`src/logic/ulp_pkg.sv`:
```
// Package: register map, field positions and reset values of the list pointer bank
package ulp_pkg;
    // ----------------------------------------------------------------
    // Register byte addresses
    // ----------------------------------------------------------------
    localparam logic [31:0] ULP_PERIODIC_PTR_ADDR = 32'h3000_2c1c;
    localparam logic [31:0] ULP_CONTROL_PTR_ADDR = 32'h3000_2c20;
    localparam logic [31:0] ULP_CONTROL_HEAD_ADDR = 32'h3000_2c40;
    localparam logic [31:0] ULP_CMD_STATUS_ADDR = 32'h3000_2c44;
    localparam logic [31:0] ULP_HOST_CTRL_ADDR = 32'h3000_2c48;
    // ----------------------------------------------------------------
    // Field layout
    // ----------------------------------------------------------------
    localparam int ULP_PTR_LSB = 4;
    localparam logic [31:0] ULP_PTR_MASK = 32'hffff_fff0;
    localparam int ULP_PENDING_BIT = 1;
    localparam int ULP_RUN_ALLOW_BIT = 4;
    // ----------------------------------------------------------------
    // Reset values
    // ----------------------------------------------------------------
    localparam logic [31:0] ULP_PTR_RESET = 32'h0000_0000;
    localparam logic ULP_FLAG_RESET = 1'b0;
    localparam logic [31:0] ULP_RDATA_RESET = 32'h0000_0000;
endpackage

```
`src/logic/ulp_bus_if.sv`:
```
// Interface: write strobes and read values between the bus decoder and the pointer core
`timescale 1ns/1ps
`default_nettype none
interface ulp_bus_if;
    logic [31:0] wdata;
    logic wr_ctl;
    logic wr_head;
    logic wr_cmd;
    logic wr_hctl;
    logic [31:0] per_val;
    logic [31:0] ctl_val;
    logic [31:0] head_val;
    logic [31:0] cmd_val;
    logic [31:0] hctl_val;
    modport dec (output wdata, wr_ctl, wr_head, wr_cmd, wr_hctl,
                 input per_val, ctl_val, head_val, cmd_val, hctl_val);
    modport core (input wdata, wr_ctl, wr_head, wr_cmd, wr_hctl,
                  output per_val, ctl_val, head_val, cmd_val, hctl_val);
endinterface
`default_nettype wire

```
`src/logic/ulp_list_ptr_regs.sv`:
```
// Periodic and control list descriptor pointer bank of the host engine
//
// What this block does
// - Periodic pointer holds in-service descriptor address, bits 31..4; low bits zero.
// - Periodic pointer marks the head of a periodic list for this frame.
// - Control pointer holds in-service control descriptor address, bits 31..4; low zero.
// - After serving, control pointer advances; next frame resumes from saved place.
// - At list end, pending flag set: copy head into pointer, clear flag; a software set in that same cycle keeps the flag set.
// - Control pointer resets to zero; zero marks end of control list.
//
// Design decision made here: the APB register port.
`timescale 1ns/1ps
`default_nettype none
module ulp_list_ptr_regs
    import ulp_pkg::*;
(
    // Clock and reset
    input wire logic pclk,
    input wire logic presetn,
    // APB slave
    input wire logic psel,
    input wire logic penable,
    input wire logic pwrite,
    input wire logic [31:0] paddr,
    input wire logic [31:0] pwdata,
    output logic [31:0] prdata,
    output logic pready,
    output logic pslverr,
    // Periodic list walk from the engine
    input wire logic per_advance,
    input wire logic [31:0] per_next,
    // Control list walk from the engine
    input wire logic ctl_advance,
    input wire logic [31:0] ctl_next,
    input wire logic ctl_list_end,
    // Pointer state toward the engine
    output logic [31:0] periodic_pointer_field,
    output logic [31:0] control_pointer_field,
    output logic [31:0] control_queue_head,
    output logic ctrl_queue_pending_flag,
    output logic ctrl_queue_run_allow,
    output logic ctl_list_empty
);
    import ulp_pkg::*;

    ulp_bus_if bus ();

    // ----------------------------------------------------------------
    // Bus slave
    // ----------------------------------------------------------------
    ulp_apb_decode u_dec (
        .pclk(pclk),
        .presetn(presetn),
        .psel(psel),
        .penable(penable),
        .pwrite(pwrite),
        .paddr(paddr),
        .pwdata(pwdata),
        .prdata(prdata),
        .pready(pready),
        .pslverr(pslverr),
        .bus(bus)
    );

    // ----------------------------------------------------------------
    // Control list bookkeeping
    // ----------------------------------------------------------------
    wire wrap_now = ctl_list_end & ctrl_queue_pending_flag;
    wire ctl_hw_we = wrap_now | (ctl_advance & ~ctl_list_end);
    wire [31:0] ctl_hw_data = wrap_now ? control_queue_head : ctl_next;
    wire ctl_sw_we = bus.wr_ctl & ~ctrl_queue_run_allow;
    wire pending_set = bus.wr_cmd & bus.wdata[ULP_PENDING_BIT];
    logic next_pending;
    logic [31:0] next_head;

    // Software set wins over the clear at list end
    assign next_pending = pending_set ? 1'b1 : (wrap_now ? 1'b0 : ctrl_queue_pending_flag);
    assign next_head = bus.wdata & ULP_PTR_MASK;

    always_ff @(posedge pclk or negedge presetn) begin
        if (!presetn) begin
            ctrl_queue_pending_flag <= ULP_FLAG_RESET;
        end else begin
            ctrl_queue_pending_flag <= next_pending;
        end
    end

    always_ff @(posedge pclk or negedge presetn) begin
        if (!presetn) begin
            control_queue_head <= ULP_PTR_RESET;
        end else if (bus.wr_head) begin
            control_queue_head <= next_head;
        end
    end

    always_ff @(posedge pclk or negedge presetn) begin
        if (!presetn) begin
            ctrl_queue_run_allow <= 1'b0;
        end else if (bus.wr_hctl) begin
            ctrl_queue_run_allow <= bus.wdata[ULP_RUN_ALLOW_BIT];
        end
    end

    // ----------------------------------------------------------------
    // Pointer registers
    // ----------------------------------------------------------------
    // Periodic pointer is only ever loaded by the engine
    ulp_ptr_reg u_per (
        .pclk(pclk),
        .presetn(presetn),
        .hw_we(per_advance),
        .hw_data(per_next),
        .sw_we(1'b0),
        .sw_data(ULP_PTR_RESET),
        .q(periodic_pointer_field)
    );

    ulp_ptr_reg u_ctl (
        .pclk(pclk),
        .presetn(presetn),
        .hw_we(ctl_hw_we),
        .hw_data(ctl_hw_data),
        .sw_we(ctl_sw_we),
        .sw_data(bus.wdata),
        .q(control_pointer_field)
    );

    assign ctl_list_empty = (control_pointer_field == ULP_PTR_RESET);

    // ----------------------------------------------------------------
    // Read values
    // ----------------------------------------------------------------
    assign bus.per_val = periodic_pointer_field;
    assign bus.ctl_val = control_pointer_field;
    assign bus.head_val = control_queue_head;
    assign bus.cmd_val = 32'(ctrl_queue_pending_flag) << ULP_PENDING_BIT;
    assign bus.hctl_val = 32'(ctrl_queue_run_allow) << ULP_RUN_ALLOW_BIT;
endmodule
`default_nettype wire

```
`src/logic/ulp_ptr_reg.sv`:
```
// Descriptor pointer register: engine load over software load, low four bits held at zero
`timescale 1ns/1ps
`default_nettype none
module ulp_ptr_reg
    import ulp_pkg::*;
(
    // Clock and reset
    input wire logic pclk,
    input wire logic presetn,
    // Loads
    input wire logic hw_we,
    input wire logic [31:0] hw_data,
    input wire logic sw_we,
    input wire logic [31:0] sw_data,
    // Value
    output logic [31:0] q
);
    logic [31:0] next_q;

    assign next_q = hw_we ? hw_data : sw_data;

    always_ff @(posedge pclk or negedge presetn) begin
        if (!presetn) begin
            q <= ULP_PTR_RESET;
        end else if (hw_we || sw_we) begin
            q <= next_q & ULP_PTR_MASK;
        end
    end
endmodule
`default_nettype wire

```
`src/logic/ulp_apb_decode.sv`:
```
// APB slave: address decode, write strobes, registered read data and error answer
`timescale 1ns/1ps
`default_nettype none
module ulp_apb_decode
    import ulp_pkg::*;
(
    // Clock and reset
    input wire logic pclk,
    input wire logic presetn,
    // APB
    input wire logic psel,
    input wire logic penable,
    input wire logic pwrite,
    input wire logic [31:0] paddr,
    input wire logic [31:0] pwdata,
    output logic [31:0] prdata,
    output logic pready,
    output logic pslverr,
    // Core side
    ulp_bus_if.dec bus
);
    wire hit_per = (paddr == ULP_PERIODIC_PTR_ADDR);
    wire hit_ctl = (paddr == ULP_CONTROL_PTR_ADDR);
    wire hit_head = (paddr == ULP_CONTROL_HEAD_ADDR);
    wire hit_cmd = (paddr == ULP_CMD_STATUS_ADDR);
    wire hit_hctl = (paddr == ULP_HOST_CTRL_ADDR);
    wire mapped = hit_per | hit_ctl | hit_head | hit_cmd | hit_hctl;
    wire setup = psel & ~penable;
    wire wr_access = psel & penable & pwrite;
    wire [31:0] rd_mux = hit_per ? bus.per_val :
                         hit_ctl ? bus.ctl_val :
                         hit_head ? bus.head_val :
                         hit_cmd ? bus.cmd_val :
                         hit_hctl ? bus.hctl_val : ULP_RDATA_RESET;

    // ----------------------------------------------------------------
    // Zero-wait answer; writes to the read-only pointer are dropped
    // ----------------------------------------------------------------
    assign pready = 1'b1;
    assign bus.wdata = pwdata;
    assign bus.wr_ctl = wr_access & hit_ctl;
    assign bus.wr_head = wr_access & hit_head;
    assign bus.wr_cmd = wr_access & hit_cmd;
    assign bus.wr_hctl = wr_access & hit_hctl;

    always_ff @(posedge pclk or negedge presetn) begin
        if (!presetn) begin
            prdata <= ULP_RDATA_RESET;
            pslverr <= 1'b0;
        end else if (setup) begin
            prdata <= pwrite ? ULP_RDATA_RESET : rd_mux;
            pslverr <= ~mapped;
        end
    end
endmodule
`default_nettype wire

```
`config.mk`:
```
export PLATFORM = sky130hd
export DESIGN_NAME = ulp_list_ptr_regs
export DESIGN_NICKNAME = d
export VERILOG_FILES = /design/src/logic/ulp_pkg.sv /design/src/logic/ulp_bus_if.sv /design/src/logic/ulp_list_ptr_regs.sv /design/src/logic/ulp_ptr_reg.sv /design/src/logic/ulp_apb_decode.sv
export SDC_FILE = /design/constraint.sdc
export NUM_CORES = 1
export LEC_CHECK = 0
export CAP_MARGIN = 20
export CORE_ASPECT_RATIO = 0.9
export CORE_MARGIN = 2
export CORE_UTILIZATION = 50
export DETAILED_ROUTE_END_ITERATION = 10
export DONT_BUFFER_PORTS = 1
export PLACE_DENSITY = 0.66
export SYNTH_ARGS = -nofsm -noshare
export SYNTH_HDL_FRONTEND = slang
export SYNTH_SLANG_ARGS = --single-unit
```
`constraint.sdc`:
```
create_clock -name pclk -period 3.4 [get_ports pclk]
set_clock_uncertainty 0.2 [all_clocks]
set_input_delay 1.02 -clock pclk [delete_from_list [all_inputs] [get_ports pclk]]
set_output_delay 1.02 -clock pclk [all_outputs]
set_load 0.05 [all_outputs]
```
==> impl_metrics.json, run 1 <==
{
  "multi_input_area_um2": 2638,
  "hold_ws_ps": 97.88,
  "crit_path_max_incr_delay_ps": 590,
  "tns_ps": 0,
  "synth_top_family_by_area": "multiplexers",
  "syn_area_um2": 5866,
  "clockBufferDepth": 2,
  "cp-end-kind": "output port",
  "core_um2": 11430,
  "synth_enable_flop_cells": 0,
  "grt_overflow": 0,
  "cts_tree": "done",
  "worstSetupStartpointType": "flip-flop",
  "nFillCells": 991,
  "hold_buffers": 0,
  "grt_max_degree": 117,
  "setup_viol": 0,
  "io_pins": 269,
  "ir_drop_v": 0.0004429,
  "wl_um": 17150,
  "avgViaCountPerCell": 6.290,
  "p_int_mw": 3.001,
  "nNetsFinal": 680,
  "fp.dieW_um": 118.2,
  "cp_max_fo": 4,
  "top_layer_used": "met5",
  "yosys_warnings": 0,
  "initial_core_util_pct": 51.30,
  "grt_pass1_vias": 4687,
  "max_cap_violations": 0,
  "crit_required_ps": 2180,
  "powerDensity_nw_per_um2": 617.1,
  "period_share_pct": 95.89,
  "layout-drive-gt1-share_pct": 24.42,
  "drc": 0,
  "wl_per_cell_um": 24.05,
  "pwr-share-seq_pct": 42.7,
  "grt_usage_pct": 27.73,
  "p_leak_nw": 3.026,
  "rsz0062_at_grt": "false",
  "dp_hpwl_um": 11460,
  "power_switching_mw": 1.157,
  "cts_htree_levels": 4,
  "cp_slowest_cell": "dfrtp_1",
  "synthCells": 536,
  "areaGrowthSynthToFinish_pct": 14.87,
  "maxSlewViolCount": 0,
  "synth_mux_area_share_pct": 16.81,
  "dr_wl_met3_um": 1732,
  "antenna_left": 0,
  "grt_first_pass_wirelength_um": 26480,
  "post-route-min-period_ps": 3260,
  "worstMarginPinSlew_ps": 696.7,
  "antenna_found_initial": 1,
  "fin_area_um2": 6738,
  "crit_type": "flip-flop to output port",
  "synth_fa_ha_area_share_pct": 0,
  "drt-pass1-iter-count": 5,
  "ys_types": 42,
  "root_buffer": "clkbuf_16",
  "die_h_um": 106.8,
  "insertion_delay_ps": 420,
  "syn_area_per_cell_um2": 10.94,
  "diodes": 0,
  "synth_top_flop_cell": "dfrtp_1",
  "layout.area.seq_um2": 2903,
  "p_comb_share_pct": 6.8,
  "std_cell_rows": 37,
  "synth-simple-area-share_pct": 14.36,
  "cts_made_buffers": 17,
  "num_vias": 4485,
  "wl_met2_um": 8215,
  "place_area_um2": 6052,
  "first_iter_violations": 283,
  "post-cts-setup-buffers": 0,
  "io_buffers": 0,
  "clock.fmax_mhz": 306.7,
  "cts_num_sinks": 116,
  "die_area_um2": 12610,
  "crit_chain": "nor4_1, nand3_1, nor2_1, buf_4",
  "relSlewSlack_pct": 53.55,
  "hold_violations": 0,
  "clk_pin_slew_ps": 60,
  "async_reset_ff_share_pct": 100.0,
  "ys_seq_elements": 116,
  "clock_power_share_pct": 50.5,
  "met1Wirelength_um": 6799,
  "seq_area_frac_synth_pct": 49.49,
  "synth_xor_area_share_pct": 0,
  "hp-class": "primary input to async pin",
  "ctsResizeCount": 0,
  "p_sw_share_pct": 27.82,
  "status": "finished, final reports clean",
  "crit_arrival_ps": 2040,
  "gp_congestion": 0.9040,
  "synth_compound_area_share_pct": 12.39
}
-- layout make-up --
class	instances	area share, %
clock buffer	17	6.314
clock inverter	15	3.863
inverter	31	1.727
multi-input combinational	353	39.15
sequential	116	43.08
tap	156	2.897
timing repair buffer	25	2.971
-- synthesized netlist by cell type, types with 3 or more instances --
master    instances  area [um2]
dfrtp_1         116        2903
buf_6             4       45.04
o31ai_1          27       202.7
clkbuf_1         22       82.58
nor4_1           10       62.56
nor2_1           29       108.9
mux2_2           64       720.7
nand4_1           3       18.77
inv_1            31       116.4
buf_4            16       120.1
nand3_1           3       15.01
buf_2             5       25.02
a221oi_1         28       245.2
mux2_1           20       225.2
mux2i_1           4       40.04
buf_1             3       11.26
nand2_1          91       341.6
nor4_4            3       63.81
o221ai_1         28       245.2
-- kinds of logic (layout without fill, tap and decap cells) --
| kind of cell | count (synthesis) | after routing |
|---|---|---|
| and+or+nand+nor | 160 | 160 |
| muxes | 88 | 88 |
| AOI/OAI and AO/OA | 89 | 89 |
| DFF | 116 | 116 |
| other | 2 | 16 |
| buffers and inverters | 81 | 88 |
-- metrics by stage --
stage / total power [mW] / instances / setup slack (ps) / util (%)
floorplan: 2.013 / 550 / 446.8 / -
global placement: 2.072 / 681 / 467.0 / 52.93
detailed placement: 2.082 / 681 / 397.9 / 52.93
CTS: 4.182 / 713 / 93.02 / 58.92
global route: 4.274 / 713 / 14.90 / 58.92
finish: 4.158 / 713 / 139.8 / 58.92
-- cells in the final DEF (no fill, tap or decap), types with 4 or more instances in the layout --
cell type and n:
clkbuf_16 17, bufinv_16 7, buf_4 24, o221ai_1 28, o31ai_1 27, clkinvlp_4 4
nor4_1 10, mux2_1 20, clkinv_2 4, nand2_1 91, a221oi_1 28, nor2_1 29
dfrtp_1 116, mux2_2 64, inv_1 31, conb_1 16
-- critical path, delay by kind of cell (launching register included) --
family / cells / cell delay (ps)
DFF: 1 / 590
and+or+nand+nor: 3 / 810
buffers and inverters: 1 / 210
-- flip-flops by register name (all words and copies together), names as in the netlist --
name                     cells
u_dec.prdata                29
control_queue_head          28
u_ctl.q                     28
u_per.q                     28
ctrl_queue_pending_flag      1
ctrl_queue_run_allow         1
u_dec.pslverr                1
-- layer usage --
metal	up-vias	track usage, %
li1	1937	-
met2	255	44.96
met4	2	11.62
met5	-	0
met1	2250	32.07
met3	41	12.39
-- final timing paths --
kind / start / to / slack [ps] / cells past startpoint
worst max-delay path: u_ctl.q[10] / ctl_list_empty / 140 / 4
min in group pclk: ctl_list_end / ctrl_queue_pending_flag / 490 / 1
worst max register to register: ctrl_queue_pending_flag / u_ctl.q[11] / 1140 / 5
worst min register to register: u_dec.prdata[5] / u_dec.prdata[5] / 590 / 2
worst min-delay path: presetn / u_per.q[27] / 100 / 0
max in group asynchronous: presetn / u_dec.prdata[8] / 2750 / 0
-- power groups by stage --
stage	clock (mW)	sequential, mW	combinational (mW)
floorplan	0	1.82	0.194
global placement	0	1.80	0.275
detailed placement	0	1.80	0.283
CTS	2.12	1.78	0.286
global route	2.18	1.79	0.306
finish	2.10	1.77	0.285
Power figures use the tool's default switching activity.
==> run 2: changes to the inputs <==
PLACE_DENSITY = unset   (was 0.66)
PLACE_DENSITY_LB_ADDON = 0.05   (was unset)
==> impl_metrics.json, run 2 (synthesized netlist as in run 1, its figures left out) <==
{
  "drt-pass1-iter-count": 5,
  "grt_overflow": 0,
  "hp-class": "primary input to async pin",
  "p_sw_share_pct": 27.90,
  "nNetsFinal": 676,
  "num_vias": 4388,
  "layout_commonest_cell": "dfrtp_1",
  "grt_pass1_vias": 4526,
  "maxSlewViolCount": 0,
  "cts_num_sinks": 116,
  "clk_pin_slew_ps": 60,
  "ir_drop_v": 0.0005174,
  "wl_per_cell_um": 23.98,
  "setup_viol": 0,
  "crit_arrival_ps": 2060,
  "cts_tree": "done",
  "powerDensity_nw_per_um2": 600.8,
  "worstSetupStartpointType": "flip-flop",
  "cp-end-kind": "output port",
  "die_h_um": 106.8,
  "crit_type": "flip-flop to output port",
  "grt_usage_pct": 27.62,
  "insertion_delay_ps": 420,
  "rsz0062_at_grt": "false",
  "initial_core_util_pct": 51.30,
  "antenna_left": 0,
  "hold_violations": 0,
  "fp.dieW_um": 118.2,
  "post-cts-setup-buffers": 0,
  "grt_first_pass_wirelength_um": 26350,
  "top_register": "u_dec.prdata",
  "nFillCells": 1019,
  "root_buffer": "clkbuf_16",
  "die_area_um2": 12610,
  "cp_max_fo": 4,
  "layout-drive-gt1-share_pct": 23.69,
  "cts_htree_levels": 4,
  "gp_congestion": 0.8055,
  "avgViaCountPerCell": 6.180,
  "drc": 0,
  "p_comb_share_pct": 6.1,
  "relSlewSlack_pct": 56.75,
  "crit_required_ps": 2180,
  "fin_util_pct": 58.42,
  "cts_made_buffers": 17,
  "status": "finished, final reports clean",
  "clock.fmax_mhz": 304.6,
  "io_pins": 269,
  "pwr-share-seq_pct": 44.9,
  "period_share_pct": 96.54,
  "core_um2": 11430,
  "first_iter_violations": 265,
  "p_int_mw": 2.894,
  "hold_buffers": 0,
  "p_leak_nw": 3.009,
  "ctsResizeCount": 0,
  "grt_max_degree": 117,
  "clock_power_share_pct": 49.0,
  "max_cap_violations": 0,
  "dp_hpwl_um": 11310,
  "layout_common_cells": "dfrtp_1, nand2_1, mux2_2",
  "clockBufferDepth": 2,
  "antenna_found_initial": 2,
  "tns_ps": 0,
  "areaGrowthSynthToFinish_pct": 13.89,
  "hold_ws_ps": 97.87,
  "std_cell_rows": 37,
  "largest_reg_flops": 29,
  "post-route-min-period_ps": 3282,
  "power_switching_mw": 1.120,
  "wl_um": 17030,
  "io_buffers": 0,
  "worstMarginPinSlew_ps": 648.7
}
## run 2: cell count changes in the layout (fill, tap and decap cells not counted), sizes merged
| cell | before | now |
|---|---|---|
| buf | 25 | 21 |
| clkbuf | 17 | 24 |
| diode | 0 | 1 |
| bufinv | 7 | 4 |
| clkinvlp | 4 | 0 |
## run 2: path summary, 6_finish.rpt
check | to | slack (ps) | start | cells after the start
setup / recovery | ctl_list_empty | 120 | u_ctl.q[5] | 4
hold / removal | ctrl_queue_pending_flag | 100 | presetn | 0
setup reg to reg | u_ctl.q[6] | 1190 | ctrl_queue_pending_flag | 5
hold reg to reg | u_ctl.q[11] | 580 | u_ctl.q[11] | 3
max in group asynchronous | u_ctl.q[5] | 2670 | presetn | 0
min in group pclk | ctrl_queue_pending_flag | 490 | ctl_list_end | 1
## run 2: final cells by class
| type | instances | area (um2) | area share [%] |
|---|---|---|---|
| diodes | 1 | 2.502 | 0.03746 |
| clock buffers | 24 | 511.7 | 7.661 |
| clock inverters | 8 | 143.9 | 2.154 |
| inverters | 31 | 116.4 | 1.742 |
| multi-input cells | 353 | 2638 | 39.48 |
| flip-flops and latches | 116 | 2903 | 43.45 |
| well taps | 156 | 195.2 | 2.922 |
| repair buffers | 21 | 170.2 | 2.547 |
## run 2: power groups by stage
stage                     registers [mW]  clock network (mW)  logic, mW
after global placement              1.83                   0      0.239
after floorplan                     1.82                   0      0.194
final                               1.80                1.97      0.245
after detailed placement            1.83                   0      0.244
after CTS                           1.80                2.00      0.246
after global routing                1.82                2.06      0.266
## run 2: worst max-delay path: stages, from the launching register on
cell and delay, ps:
dfrtp_1 580, nor4_1 510, nand3_1 210, nor2_1 130, buf_4 210
## run 2: routing by layer
layer / vias to the layer above / track usage [%] / routed length, um
li1: 1947 / - / -
met1: 2190 / 31.30 / 6396
met2: 224 / 46.49 / 8515
met3: 25 / 12.45 / 1820
met4: 2 / 9.466 / 278
met5: - / 0 / 15
## run 2: through the flow
| stage | area [um2] | setup slack (ps) | power [mW] | std cells |
|---|---|---|---|---|
| floorplan | 5918 | 446.8 | 2.013 | 550 |
| global placement | 6022 | 446.4 | 2.066 | 677 |
| detailed placement | 6022 | 404.6 | 2.074 | 677 |
| CTS | 6678 | 69.02 | 4.048 | 709 |
| global route | 6678 | 12.48 | 4.144 | 709 |
| finish | 6680 | 117.5 | 4.014 | 710 |
